### src/fpcc_defines.vh
// Constants for the front-panel console control block.
// Assumes inclusion by bare name from every design file that needs them.
`ifndef FPCC_DEFINES_VH
`define FPCC_DEFINES_VH

// APB register byte offsets
`define FPCC_CTRL_OFS 8'h00
`define FPCC_STAT_OFS 8'h04
`define FPCC_CMD_OFS 8'h08

// Control register fields (read/write, restores toggle lamps)
`define FPCC_CTRL_STOP_BIT 0
`define FPCC_CTRL_SENSE_BIT 1

// Command register fields (write-only pulses, read as zero)
`define FPCC_CMD_STOP_BIT 0
`define FPCC_CMD_RUN_BIT 1
`define FPCC_CMD_SENSE_BIT 2

// Status register fields (read-only)
`define FPCC_STAT_ENABLE_BIT 0
`define FPCC_STAT_STOP_BIT 1
`define FPCC_STAT_SENSE_BIT 2
`define FPCC_STAT_BYTE_BIT 3
`define FPCC_STAT_OVF_BIT 4
`define FPCC_STAT_RUN_BIT 5
`define FPCC_STAT_STEP_BIT 6
`define FPCC_STAT_HALT_BIT 7
`define FPCC_STAT_ENTRY_BIT 8

// Reset values of the volatile console state
`define FPCC_STOP_RST 1'b1
`define FPCC_SENSE_RST 1'b0

`endif

### src/fpcc_apb.v
// APB slave for the console control block: decode, strobes and read data.
// Assumes a standard APB master; zero wait states while clk_en is high.
`timescale 1ns/10ps
`include "fpcc_defines.vh"
module fpcc_apb (
	input wire clock,
	input wire sys_rst,
	input wire clk_en,
	input wire psel,
	input wire penable,
	input wire pwrite,
	input wire [7:0] paddr,
	input wire [31:0] pwdata,
	output reg [31:0] prdata,
	output wire pready,
	output wire pslverr,
	input wire [31:0] ctrl_val,
	input wire [31:0] stat_val,
	output wire ctrl_wr,
	output wire cmd_wr,
	output wire [31:0] wr_data
);
	wire hit_ctrl;
	wire hit_stat;
	wire hit_cmd;
	wire mapped;
	wire access;

	// Address decode on aligned words only
	assign hit_ctrl = (paddr == `FPCC_CTRL_OFS);
	assign hit_stat = (paddr == `FPCC_STAT_OFS);
	assign hit_cmd = (paddr == `FPCC_CMD_OFS);
	assign mapped = hit_ctrl | hit_stat | hit_cmd;

	// Access completes on any enabled clock; frozen clock stretches it
	assign pready = clk_en;
	assign access = psel & penable & clk_en;
	assign pslverr = psel & penable & ~mapped;

	// Write strobes fire at the completing edge only
	assign ctrl_wr = access & pwrite & hit_ctrl;
	assign cmd_wr = access & pwrite & hit_cmd;
	assign wr_data = pwdata;

	// Read data captured in the setup cycle, held through the access
	always @(posedge clock) begin
		if (sys_rst) begin
			prdata <= 32'h00000000;
		end else if (clk_en && psel && !penable) begin
			if (pwrite || !mapped) begin
				prdata <= 32'h00000000;
			end else if (hit_ctrl) begin
				prdata <= ctrl_val;
			end else if (hit_stat) begin
				prdata <= stat_val;
			end else begin
				prdata <= 32'h00000000;
			end
		end
	end
endmodule

### src/fpcc_console.v
// Front-panel console control: mode toggles, stepping, sense and status lamps.
// Assumes a processor run-control partner that acknowledges each halt or step.
//
// Functional notes
// - Each stop press inverts the stop lamp, lit for Stop mode and dark for Run Enable mode.
// - In Stop mode with the console enabled, data entry and display are permitted.
// - In Stop mode each run press executes exactly one instruction and stops again.
// - In Run Enable mode all data entry and display operations are blocked.
// - Run Enable mode only arms running; continuous execution waits for a run press.
// - The enable lamp follows the enable slide switch.
// - With the console enabled every switch and indicator is active.
// - With the console disabled only sense, sense register entry and console interrupt stay live.
// - Each sense press inverts the sense lamp.
// - The program sense test is true exactly when the sense lamp is on; the code takes it from sense_r, which the lamp follows one enabled clock later.
// - The byte lamp is lit in byte mode and dark in word mode.
// - The overflow lamp mirrors the processor overflow flag.
// - Console state is volatile, reset to Stop mode with sense off and restorable by software.
// - With the stop lamp dark a run press moves the machine from Run Enable into Run.
`timescale 1ns/10ps
`include "fpcc_defines.vh"
module fpcc_console (
	input wire clock,
	input wire sys_rst,
	input wire clk_en,
	input wire psel,
	input wire penable,
	input wire pwrite,
	input wire [7:0] paddr,
	input wire [31:0] pwdata,
	output wire [31:0] prdata,
	output wire pready,
	output wire pslverr,
	input wire stop_sw,
	input wire run_sw,
	input wire sense_sw,
	input wire enable_slide,
	input wire entry_req,
	input wire sense_entry_req,
	input wire cint_req,
	input wire cpu_byte_mode,
	input wire cpu_overflow,
	input wire cpu_halted,
	output wire cpu_run,
	output reg cpu_step,
	output wire cpu_sense_true,
	output reg stop_lamp,
	output reg run_lamp,
	output reg enable_lamp,
	output reg sense_lamp,
	output reg byte_lamp,
	output reg overflow_lamp,
	output reg entry_grant,
	output reg sense_entry_grant,
	output reg cint_grant
);
	// Run-control states, one-hot
	localparam [3:0] ST_IDLE = 4'h1;
	localparam [3:0] ST_STEP = 4'h2;
	localparam [3:0] ST_RUN = 4'h4;
	localparam [3:0] ST_HALT = 4'h8;

	wire stop_press;
	wire run_press;
	wire sense_press;
	wire ctrl_wr;
	wire cmd_wr;
	wire [31:0] wr_data;
	wire [31:0] ctrl_val;
	wire [31:0] stat_val;

	reg stop_r;
	reg stop_nxt;
	reg sense_r;
	reg sense_nxt;
	reg enable_r;
	reg [3:0] state_r;
	reg [3:0] state_nxt;
	reg step_nxt;

	wire stop_evt;
	wire run_evt;
	wire sense_evt;
	wire entry_ok;

	// Press detectors for the three momentary switches
	fpcc_sw_edge u_stop_edge (
		.clock(clock),
		.sys_rst(sys_rst),
		.clk_en(clk_en),
		.sw_in(stop_sw),
		.press(stop_press)
	);

	fpcc_sw_edge u_run_edge (
		.clock(clock),
		.sys_rst(sys_rst),
		.clk_en(clk_en),
		.sw_in(run_sw),
		.press(run_press)
	);

	fpcc_sw_edge u_sense_edge (
		.clock(clock),
		.sys_rst(sys_rst),
		.clk_en(clk_en),
		.sw_in(sense_sw),
		.press(sense_press)
	);

	// Register bus slave
	fpcc_apb u_apb (
		.clock(clock),
		.sys_rst(sys_rst),
		.clk_en(clk_en),
		.psel(psel),
		.penable(penable),
		.pwrite(pwrite),
		.paddr(paddr),
		.pwdata(pwdata),
		.prdata(prdata),
		.pready(pready),
		.pslverr(pslverr),
		.ctrl_val(ctrl_val),
		.stat_val(stat_val),
		.ctrl_wr(ctrl_wr),
		.cmd_wr(cmd_wr),
		.wr_data(wr_data)
	);

	// Enable slide switch sampled once per enabled clock
	always @(posedge clock) begin
		if (sys_rst) begin
			enable_r <= 1'b0;
		end else if (clk_en) begin
			enable_r <= enable_slide;
		end
	end

	// Stop and run only count while the console is enabled; sense always counts
	assign stop_evt = enable_r & (stop_press | (cmd_wr & wr_data[`FPCC_CMD_STOP_BIT]));
	assign run_evt = enable_r & (run_press | (cmd_wr & wr_data[`FPCC_CMD_RUN_BIT]));
	assign sense_evt = sense_press | (cmd_wr & wr_data[`FPCC_CMD_SENSE_BIT]);

	// Toggle lamps: a software restore is taken first, a press on top of it still toggles
	always @* begin
		stop_nxt = stop_r;
		sense_nxt = sense_r;
		if (ctrl_wr) begin
			stop_nxt = wr_data[`FPCC_CTRL_STOP_BIT];
			sense_nxt = wr_data[`FPCC_CTRL_SENSE_BIT];
		end
		if (stop_evt) begin
			stop_nxt = ~stop_nxt;
		end
		if (sense_evt) begin
			sense_nxt = ~sense_nxt;
		end
	end

	// Volatile console state, set to Stop mode with sense off by reset
	always @(posedge clock) begin
		if (sys_rst) begin
			stop_r <= `FPCC_STOP_RST;
			sense_r <= `FPCC_SENSE_RST;
		end else if (clk_en) begin
			stop_r <= stop_nxt;
			sense_r <= sense_nxt;
		end
	end

	// Run control: single step in Stop mode, continuous run from Run Enable
	always @* begin
		state_nxt = state_r;
		step_nxt = 1'b0;
		case (state_r)
			ST_IDLE: begin
				if (run_evt && stop_r) begin
					state_nxt = ST_STEP;
					step_nxt = 1'b1;
				end else if (run_evt && !stop_r) begin
					state_nxt = ST_RUN;
				end
			end
			ST_STEP: begin
				if (cpu_halted) begin
					state_nxt = ST_IDLE;
				end
			end
			ST_RUN: begin
				if (stop_r || !enable_r) begin
					state_nxt = ST_HALT;
				end
			end
			ST_HALT: begin
				if (cpu_halted) begin
					state_nxt = ST_IDLE;
				end
			end
			default: begin
				state_nxt = ST_IDLE;
			end
		endcase
	end

	// State register and one-cycle step request
	always @(posedge clock) begin
		if (sys_rst) begin
			state_r <= ST_IDLE;
			cpu_step <= 1'b0;
		end else if (clk_en) begin
			state_r <= state_nxt;
			cpu_step <= step_nxt;
		end
	end

	// Continuous execution only in the run state
	assign cpu_run = (state_r == ST_RUN);

	// Sense test answer comes straight from the toggle flop sense_r, one enabled clock ahead of the lamp flop
	assign cpu_sense_true = sense_r;

	// Data entry allowed only when stopped, idle and enabled
	assign entry_ok = enable_r & stop_r & (state_r == ST_IDLE);

	// Front-panel lamps and request gates
	always @(posedge clock) begin
		if (sys_rst) begin
			stop_lamp <= 1'b0;
			run_lamp <= 1'b0;
			enable_lamp <= 1'b0;
			sense_lamp <= 1'b0;
			byte_lamp <= 1'b0;
			overflow_lamp <= 1'b0;
			entry_grant <= 1'b0;
			sense_entry_grant <= 1'b0;
			cint_grant <= 1'b0;
		end else if (clk_en) begin
			enable_lamp <= enable_r;
			stop_lamp <= enable_r & stop_r;
			run_lamp <= enable_r & (state_r == ST_RUN);
			sense_lamp <= sense_r;
			byte_lamp <= enable_r & cpu_byte_mode;
			overflow_lamp <= enable_r & cpu_overflow;
			entry_grant <= entry_req & entry_ok;
			sense_entry_grant <= sense_entry_req;
			cint_grant <= cint_req & (state_r == ST_RUN | ~enable_r);
		end
	end

	// Register read values
	assign ctrl_val = {30'h00000000, sense_r, stop_r};
	assign stat_val = {23'h000000, entry_ok, state_r[3], state_r[1], state_r[2],
		overflow_lamp, byte_lamp, sense_r, stop_r, enable_r};
endmodule

### src/fpcc_sw_edge.v
// Synchroniser and press detector for one momentary console switch.
// Assumes the switch level is already debounced; one press is one rising edge.
`timescale 1ns/10ps
module fpcc_sw_edge (
	input wire clock,
	input wire sys_rst,
	input wire clk_en,
	input wire sw_in,
	output wire press
);
	reg meta_r;
	reg sync_r;
	reg last_r;

	// Two-stage synchroniser followed by a history flop
	always @(posedge clock) begin
		if (sys_rst) begin
			meta_r <= 1'b0;
			sync_r <= 1'b0;
			last_r <= 1'b0;
		end else if (clk_en) begin
			meta_r <= sw_in;
			sync_r <= meta_r;
			last_r <= sync_r;
		end
	end

	// One pulse per rising edge of the synchronised level
	assign press = clk_en & sync_r & ~last_r;
endmodule
### config.mk
export PLATFORM = sky130hd
export DESIGN_NAME = fpcc_console
export DESIGN_NICKNAME = d
export VERILOG_FILES = /design/src/fpcc_apb.v /design/src/fpcc_console.v /design/src/fpcc_sw_edge.v
export VERILOG_INCLUDE_DIRS = /design/src /design/src/src
export SDC_FILE = /design/constraint.sdc
export NUM_CORES = 1
export LEC_CHECK = 0
export ABC_AREA = 1
export BUFFER_PORTS_ARGS = -buffer_cell sky130_fd_sc_hd__buf_2
export CAP_MARGIN = 20
export CORE_MARGIN = 2
export CORE_UTILIZATION = 47
export CTS_CLUSTER_DIAMETER = 30
export DETAILED_ROUTE_END_ITERATION = 10
export GPL_TIMING_DRIVEN = 1
export PLACE_DENSITY = 0.85
export SLEW_MARGIN = 10
export SYNTH_ARGS = -nofsm -noshare
export SYNTH_HDL_FRONTEND = slang
export SYNTH_SLANG_ARGS = --single-unit
### constraint.sdc
create_clock -name clock -period 1.9 [get_ports clock]
set_input_delay 0.475 -clock clock [delete_from_list [all_inputs] [get_ports clock]]
set_output_delay 0.475 -clock clock [all_outputs]
set_load 0.005 [all_outputs]
* After elaboration in Yosys (flattened, before gate mapping)
Index checks and enable logic that the tools add are counted.
** Cells by class
- Multiply operators :: 0
- Add/subtract/negate cells :: 0
- Bitwise gates (word level) :: 37
- Shift operators :: 0
- Reduce and logical (&&, ||, !) cells :: 13
- Multiplexer cells :: 14
- Div/mod/pow operators :: 0
- Eq/ne operators :: 9
- Order comparisons :: 0
** Operators with widths (count)
- $mux 32 :: 2
- $and 1x1->1 :: 24
- $mux 4 :: 4
- $pmux 4 s3 :: 1
- $mux 9 :: 1
- $eq 8x3->1 const B :: 1
- $eq 8x4->1 const B :: 1
- $logic_not 8->1 :: 1
- $not 1->1 :: 7
- $mux 1 :: 6
- $or 1x1->1 :: 6
- $eq 4x1->1 const B :: 1
- $eq 4x2->1 const B :: 1
- $eq 4x3->1 const B :: 1
- $eq 4x4->1 const B :: 1
- $logic_and 1x1->1 :: 4
- $logic_not 1->1 :: 4
- $ne 2x1->1 const B :: 2
- $reduce_and 4->1 :: 1
- $ne 3x3->1 const B :: 1
- $logic_or 1x1->1 :: 2
- $reduce_or 2->1 :: 1
** Word-level totals
- Register bits :: 58
- Latch bits :: 0
- Input bits :: 56
- ROM bits :: 0
- Word-level logic and storage cells :: 97
- Output and inout bits :: 46
- Memories kept :: 0
- RAM bits :: 0

* Logic depth before layout (Yosys ltp)
Gate-level depths: netlist of the first run.
- Word-level depth :: 11
- Mapped depth :: 11
- Gate-level depth less buffers :: 11

* By module
Synthesis of the first run repeated with hierarchy kept, for this count alone.
** Unflattened totals
- Cell total of the unflattened synthesis :: 480
- Area, all modules :: 3090.5 um^2
** Modules (own cells, without submodules)
- fpcc_apb :: cells each 302, area an instance 1888.1 um^2, sequential area each 640.6 um^2, instances 1
- fpcc_console :: cells each 133, area an instance 864.6 um^2, sequential area each 340.3 um^2, instances 1
- fpcc_sw_edge :: cells each 15, area an instance 112.6 um^2, sequential area each 60.1 um^2, instances 3

* Least setup slack after synthesis of the first run
No wires, ideal clock.
- Kind :: input to output
- Start point :: input paddr[7]
- End point :: output pslverr
- Slack :: 0.488 ns
- Cell stages on the path :: 6
- Data arrival time :: 0.937 ns
- Buffers on the path :: 0
- Data required time :: 1.425 ns
- Path through :: nor2_1 > nand2_1 > inv_2 > o211ai_4 > nand3_1 > inv_1
** On the way
- Longest elaborated chain between the ends :: 5
- Elaborated cells between the ends (all ways) :: 7
- Classes of those cells :: eq/ne (2); bitwise (4); reduce/logical (1)
** RTL lines
- from (decl) :: RTL line fpcc_console.v:28 : input wire [7:0] paddr,
- $eq 8x3->1 (no source line) or $logic_not 8->1 (tied branches)
- $or 1x1->1 :: RTL line fpcc_apb.v:33 : assign mapped = hit_ctrl | hit_stat | hit_cmd;
- $or 1x1->1 (*) :: RTL line fpcc_apb.v:33
- $not 1->1 (*) :: RTL line fpcc_apb.v:38 : assign pslverr = psel & penable & ~mapped;
- $and 1x1->1 (*) :: RTL line fpcc_apb.v:38
- to (decl) :: RTL line fpcc_console.v:32 : output wire pslverr,
Mark *: on every way between the ends. The rest lies on a longest branch, timed or not.

* Worst setup path after layout of the first run
Same ends and word-level chain as after synthesis.

==> results of run 1 <==
## cells in the mapped netlist, drive strengths merged
| cell type | number | area (um^2) |
|---|---|---|
| a211oi | 1 | 7.510 |
| a21o | 1 | 7.510 |
| nor3 | 2 | 21.27 |
| a21oi | 23 | 115.1 |
| dfxtp | 35 | 700.7 |
| nor2 | 36 | 162.7 |
| clkbuf | 1 | 3.750 |
| nand3 | 24 | 125.1 |
| buf | 29 | 203.9 |
| inv | 19 | 71.32 |
| nand2 | 45 | 178.9 |
| or2 | 2 | 12.52 |
| xnor2 | 1 | 8.760 |
| o21ai | 19 | 95.09 |
| o211ai | 1 | 21.27 |
| conb | 1 | 3.750 |
| nand3b | 1 | 7.510 |
## power by group through the flow
stage | registers [W] | logic, W | clock network (W)
detailed placement | 0.000850 | 0.000373 | 0
global route | 0.000845 | 0.000429 | 0.000746
global placement | 0.000849 | 0.000365 | 0
finish | 0.000834 | 0.000373 | 0.000697
CTS | 0.000834 | 0.000374 | 0.000714
floorplan | 0.000842 | 0.000316 | 0
## through the flow
| step | power (W) | worst slack (ns) | std cells |
|---|---|---|---|
| floorplan | 0.001158 | 0.4875 | 263 |
| global placement | 0.001214 | 0.2460 | 333 |
| detailed placement | 0.001224 | 0.2013 | 333 |
| CTS | 0.001922 | 0.1997 | 341 |
| global route | 0.002021 | 0.1516 | 341 |
| finish | 0.001904 | 0.2131 | 341 |
## tightest hold or removal path, delay by kind of cell
family | cells | cell delay (ns)
AND/OR/NAND/NOR | 2 | 0.11
buffers and inverters | 1 | 0.07
## final timing paths
path                         to               from  slack, ns
max reg2reg          state_r[3]         state_r[1]       0.53
min          u_stop_edge.meta_r            stop_sw       0.40
min reg2reg   u_run_edge.last_r  u_run_edge.last_r       0.46
max                     pslverr           paddr[7]       0.21
## per-layer routing
layer	global-route usage (%)	vias to the layer above	routed length (um)
li1	-	831	-
met1	23.03	722	1539
met2	31.06	59	1650
met3	5.729	7	285
met4	7.979	0	54
met5	0	-	0
## cell type report
| class | instances | area [um^2] |
|---|---|---|
| Fill cell | 371 | 1539 |
| Multi-Input combinational cell | 179 | 849.6 |
| Sequential cell | 35 | 700.7 |
| Timing Repair Buffer | 52 | 267.8 |
| Clock buffer | 6 | 82.58 |
| Inverter | 19 | 71.32 |
| Tap cell | 48 | 60.06 |
| Clock inverter | 2 | 35.03 |
## cells by family (layout without fill, tap and decap cells)
kind of cell    count (synthesis)  in the layout
simple gates                  110            110
compound gates                 45             45
flops                          35             35
xor+xnor                        1              1
buf+inv                        49             79
other cells                     1             23
==> key figures, run 1 <==
Routing
  – Average detailed-routed wire length per instance: between 10 and 15 um
  – Detailed-route via count: 1619
  – Final wirelength: 3529 um
  – Remaining DRCs: 0
  – Drt initial violations: 92
  – Number of vias per cell: roughly 4.7
  – Number of antenna-violating nets in the routed design: 0
  – Iteration count of the initial detailed-routing pass: 4

Critical path
  – Critical Path Most Common Cell: buf_2
  – Slowest cell delay on critical path: roughly 0.13 ns
  – CP max FO: 3
  – Arrival time reported for the critical path endpoint: about 1.2 ns
  – Start-to-end type of the worst setup path: input pin to output pin
  – Highest-delay cell along the critical path: nand2_1
  – Worst path cell trace: buf_2 > nor2_1 > nand2_1 > inv_2 > o211ai_4 > nand3_1 > inv_1 > buf_2
  – Critical path buffers and inverters: 4
  – Cells on worst reg2reg path: 9
  – Total number of cells along the worst setup path: 8
  – Element type at the critical path start: input pin
  – Dominant delay contributor by cell family on the critical path: buffers and inverters
  – Worst path required time: ~1.4 ns
  – Setup crit end kind: output pin

Power
  – Share of power burned in combinational logic: between 10% and 20%
  – Sequential cell fraction of total power: about 44%
  – Leakage power figure: approximately 1.0 nW
  – Clock power share: roughly 37%
  – Internal portion of total power: around 0.0014 W
  – VDD IR max: about 0.00049 V
  – Net switching share of the total power: 28.92%
  – Net Switching: 0.0005508 W
  – Cell Pwr Density: slightly above 900 nW/um^2

Final layout
  – Antenna diode count: 0
  – Fraction of layout instances using a drive strength above 1: 26.96%
  – Largest registers: u_apb.prdata: 9 flops, state_r: 4 flops
  – Area growth syn-to-layout: 18.34%
  – Number of flip-flops in the largest register: 9
  – Most frequent cells in the layout: 49 x buf_2, 43 x nand2_1, 35 x dfxtp_1
  – Layout Utilization: 57.32%
  – Most common cell after layout, fill and taps aside: buf_2
  – Register with the highest flop count: u_apb.prdata
  – Net count, final: ~350
  – Final design instance area without fill: 2067 um^2

Die
  – Die span in y: approximately 65 um
  – Floorplan die area: roughly 4200 um^2
  – Core Footprint: around 3600 um^2
  – Std cell rows: 22
  – Initial Utilization: between 40% and 50%
  – Width of the die: between 60 and 70 um
  – Number of primary I/O pins: ~100

Logic synthesis
  – Number of distinct library cells after synthesis: 28
  – Synthesis-stage register bit count: 35
  – Post-synthesis sequential area ratio: between 40% and 50%
  – Simple logic cell fraction of the synthesized area: between 20% and 30%
  – Syn_area_per_cell: a little over 7 um^2
  – Compound-Gate Fraction of Synth Area: around 14%
  – Syn Std Cell Area: 1747 um^2
  – Instance count of the mapped netlist: roughly 240
  – Syn. warnings: 0
  – Adder and majority cell fraction of the synthesized area: 0%
  – Main combinational cell family by area after synthesis: simple AND/OR/NAND/NOR gates
  – Area share of xor/xnor cells in the synthesized design: less than 1%
  – Multiplexer share of the synthesized area: 0%

STA
  – Hold slack final: 0.4033 ns
  – TNS Setup: 0 ns
  – Post-route clock period utilization: 88.79%
  – Layout Skew: 0.004454 ns
  – Count of final setup violators: 0
  – Hold violation count in the final report: 0
  – Setup repair after global routing missed its margin: no
  – Peak Freq: approximately 590 MHz
  – Minimum clock period after layout: 1.687 ns
  – Max-slew violation count: 0

Placed design
  – Placement Cell Area: 1949 um^2
  – Total half-perimeter wirelength after legalization and detailed placement: 2618 um
  – Number of port buffers: a little under 50
  – Routability Congestion: 0.8255

Clock tree
  – Total CTS buffers: 5
  – Number of cells upsized or downsized after cts: 0
  – Clk sinks: 35
  – Clock Path Buffers: 2
  – Clock-pin slew of the registers on the worst-case setup and hold paths: 0.07 ns
  – Skew-Pair Late Insertion Delay: about 0.29 ns
  – Post-CTS repair timing setup buffer count: 0
  – Cts-stage hold buffer count: 0
  – CTS tree: done
  – Root buf cell: clkbuf_8
  – H-tree depth: 2

Flow run
  – Max-cap check violation count: 0

GRT
  – First-pass GRT wire length: about 6300 um
  – Vias in the first global route: between 1000 and 1500
  – Grt ovf: 0
  – Pin count of the biggest net entering global routing: 20
  – Antenna violations before repair: 0
  – Total routing resource utilization after global routing: approximately a fifth

Worst hold path
  – Hold path cells: 3
  – Min-delay worst type: input pin to flop

Status
  – Result of the run: finished clean
Note: power is estimated with default switching activity, not from simulation.
==> run 2, diff against run 1 <==
- ABC_AREA: 1 -> default
- CORE_UTILIZATION: 47 -> 46
- PLACE_DENSITY: 0.85 -> 0.84
==> key figures, run 2 <==
Status
  – Result of the run: complete, but fails checks
  – Violated checks: negative setup slack

Logic synthesis
  – Share of synthesized registers carrying an async set or reset: 0% (unchanged)
  – Number of distinct library cells after synthesis: 36 (+29%)
  – Most used flip-flop cell after synthesis: dfxtp_1
  – Post-synthesis sequential area ratio: 41.30% (+1.2 points)
  – Leading post-synthesis cells by cell area: dfxtp_1 41%, buf_4 11%, mux2i_1 6.5%
  – Instance count of the mapped netlist: 194 (-20%)
  – Count leader, synth: dfxtp_1
  – Syn Std Cell Area: 1697 um^2 (-2.9%)
  – Area leader, netlist: dfxtp_1
  – Syn_area_per_cell: 8.746 um^2 (+21%)
  – Post-synth EDFFs: 0 (unchanged)
  – Synthesis-stage register bit count: 35 (unchanged)
  – Syn. warnings: 0 (unchanged)
  – Leading post-synthesis cells by instance count: 35 x dfxtp_1, 24 x buf_4, 23 x nor2_1
  – Share of the synthesized area in the top cell type: 41.30% (+1.2 points)

GRT
  – GRT met2 Usage: 29.51% (-1.5 points)
  – GRT busiest layer: met2
  – First-pass GRT wire length: 5816 um (-7.1%)
  – Total routing resource utilization after global routing: 17.80% (-1.2 points)
  – Met3 usage in global routing: 5.208% (-0.52 points)
  – Antenna violations before repair: 0 (unchanged)
  – Met1 capacity usage during global routing: 20.97% (-2.1 points)
  – Pin count of the biggest net entering global routing: 36 (+80%)
  – Vias in the first global route: 1309 (-12%)
  – Grt ovf: 0 (unchanged)

Placed design
  – Instance count after placement with tap cells included: 285 (-14%)
  – Routability Congestion: 0.7549 (-8.6%)
  – Total half-perimeter wirelength after legalization and detailed placement: 2523 um (-3.6%)
  – Number of port buffers: 49 (unchanged)

Clock tree
  – Clk sinks: 35 (unchanged)
  – Skew-Pair Late Insertion Delay: 0.28 ns (about the same)
  – CTS tree: done
  – H-tree depth: 2 (unchanged)
  – Clock-pin slew of the registers on the worst-case setup and hold paths: 0.07 ns (about the same)
  – Total CTS buffers: 5 (unchanged)
  – Cts-stage hold buffer count: 0 (unchanged)
  – Clock Path Buffers: 2 (unchanged)
  – Root buf cell: clkbuf_8

STA
  – Layout Skew: 0.007308 ns (+0.002854 ns)
  – Minimum clock period after layout: 1.904 ns (+0.2170 ns)
  – Final Worst Setup Slack: -0.003960 ns (-0.2170 ns)
  – Count of final setup violators: 1 (+1)
  – Setup repair after global routing missed its margin: yes
  – Transition time of the tightest slew-check pin: between 0.4 and 0.5 ns
  – Max-slew violation count: 0 (unchanged)
  – Post-route clock period utilization: 100.2% (+11 points)
  – Peak Freq: 525.2 MHz (-11%)
  – Hold violation count in the final report: 0 (unchanged)
  – Worst slew margin: approximately 66%

Final layout
  – Antenna diode count: 0 (unchanged)
  – Most frequent cells in the layout: 48 x buf_2, 32 x dfxtp_1, 23 x conb_1
  – Net count, final: 305 (-12%)
  – Post-route non-filler standard cell count: 298 (-13%)
  – Most common cell after layout, fill and taps aside: buf_2
  – Area growth syn-to-layout: 23.30%
  – Fraction of layout instances using a drive strength above 1: 32.40% (+5.4 points)
  – Register with the highest flop count: u_apb.prdata
  – Number of flip-flops in the largest register: 9 (unchanged)
  – Largest registers: u_apb.prdata: 9 flops, state_r: 4 flops
  – Fillers: 360 (-3.0%)

Critical path
  – Worst path cell trace: buf_6 > or4_4 > nor2_4 > a21oi_2 > buf_2
  – Launch point of the worst reg-to-reg path: state_r[1]
  – Worst path required time: 1.42 ns (about the same)
  – Start-to-end type of the worst setup path: input pin to output pin
  – Cells on worst reg2reg path: 6 (-3)
  – Slowest cell delay on critical path: 0.57 ns (+0.44 ns)
  – CP max FO: 3 (unchanged)
  – Element type at the critical path start: input pin
  – Arrival time reported for the critical path endpoint: 1.43 ns (+0.22 ns)
  – Setup crit end kind: output pin
  – Highest-delay cell along the critical path: or4_4
  – Reg2reg setup slack: 0.37 ns (-0.16 ns)
  – Reg2Reg Capture Point: entry_grant

Worst hold path
  – Hold path cells: 3 (unchanged)
  – Min-delay worst type: input pin to flop
  – Sink of the worst hold path: sense_entry_grant
  – Hold Crit Start: sense_entry_req

Die
  – Floorplan die area: 4190 um^2 (-0.71%)
  – Die span in y: 64.73 um (-0.35%)
  – Std cell rows: 22 (unchanged)
  – Width of the die: 64.73 um (-0.35%)
  – Core Footprint: 3606 um^2 (unchanged)
  – Number of primary I/O pins: 102 (unchanged)
  – Initial Utilization: 47.05% (-1.4 points)

Power
  – VDD IR max: 0.0006599 V (+36%)
  – Leakage power figure: 0.9477 nW (-5.1%)
  – Power, Total: 0.001420 W (-25%)
  – Cell Pwr Density: 678.9 nW/um^2 (-26%)

Flow run
  – Max-cap check violation count: 0 (unchanged)

Routing
  – Drt initial violations: 53 (-42%)
  – Final wirelength: 3446 um (-2.4%)
  – Iteration count of the initial detailed-routing pass: 4 (unchanged)
  – Number of antenna-violating nets in the routed design: 0 (unchanged)
  – Remaining DRCs: 0 (unchanged)
  – Average detailed-routed wire length per instance: 11.56 um (+12%)
  – Detailed-route via count: 1455 (-10%)
  – Number of vias per cell: 4.883 (+2.8%)
run 2: changes by cell type in the layout (fill, tap and decap cells not counted), moves of 8 or more:
cell | before | now
a21oi_1 | 23 | 15
a22oi_1 | 0 | 9
nand3_1 | 23 | 7
mux2i_1 | 0 | 11
o21ai_0 | 15 | 1
buf_4 | 3 | 11
inv_1 | 13 | 0
nand2_1 | 43 | 11
nand2b_1 | 0 | 13
run 2: report_power, final:
part / total (W) / switching (W) / internal [W] / leakage (nW)
logic: 0.000152 / 0.0000802 / 0.0000716 / 0.621
registers: 0.000763 / 0.0000147 / 0.000749 / 0.285
clock network: 0.000505 / 0.000248 / 0.000257 / 0.0422
total: 0.00142 / 0.000343 / 0.00108 / 0.948
run 2: area by class of cell:
cell class / instances / area (um^2) / share of cell area [%]
multi-input combinational: 145 / 883.3 / 42.22
sequential: 35 / 706.9 / 33.79
timing repair buffer: 61 / 354.1 / 16.93
clock buffer: 7 / 76.32 / 3.648
tap: 48 / 60.06 / 2.871
inverter: 1 / 6.256 / 0.2990
clock inverter: 1 / 5.005 / 0.2392
run 2: per-layer routing:
metal  vias to the layer above  routed length, um
li1                        737                  -
met4                         0                 41
met3                         5                193
met5                         -                  0
met1                       670               1513
met2                        43               1697
run 2: timing repair:
item | CTS | global route
pin swaps | 3 | 2
gates resized for setup | 7 | 4
buffers inserted | 1 | 4
setup endpoints to repair | 2 | 3
run 2: logic make-up (layout without fill, tap and decap cells):
family,after synthesis,count (layout),share of synthesized area [%]
muxes,13,13,7.817
and+or+nand+nor,70,70,21.90
xor gates and xnor gates,3,3,1.549
DFF,35,35,41.30
other,1,23,0.2210
AOI/OAI and AO/OA,36,36,13.94
buffers and inverters,36,70,13.27
run 2: worst max-delay path, delay by kind of cell:
| kind | cells | cell delay (ns) |
|---|---|---|
| AND/OR/NAND/NOR | 2 | 0.69 |
| buffers and inverters | 2 | 0.21 |
| AO/OA/AOI/OAI | 1 | 0.06 |
run 2: worst max-delay path by stage:
stage | from | to | slack, ns | depth (start not counted)
final | paddr[1] | pslverr | -0.004 | 5
after global placement | paddr[4] | state_r[0] | -0.22 | 6
after CTS | paddr[1] | pslverr | 0.0003 | 5
after floorplan | paddr[4] | state_r[0] | -0.04 | 5
after global routing | paddr[1] | pslverr | -0.04 | 5
after detailed placement | paddr[4] | state_r[0] | -0.23 | 6
run 2: metrics by stage:
stage               worst slack (ns)  hold WS (ns)  utilization (%)  setup TNS (ns)  area (um^2)
floorplan                   -0.04311        0.4506                -         -0.1014         1794
global placement             -0.2173        0.4532            53.89          -1.090         1943
detailed placement           -0.2292        0.4565            53.89          -1.336         1943
CTS                        0.0002802        0.4192            56.90               0         2052
global route                -0.03568        0.4172            58.02        -0.05281         2092
finish                     -0.003960        0.4208            58.02       -0.003960         2092
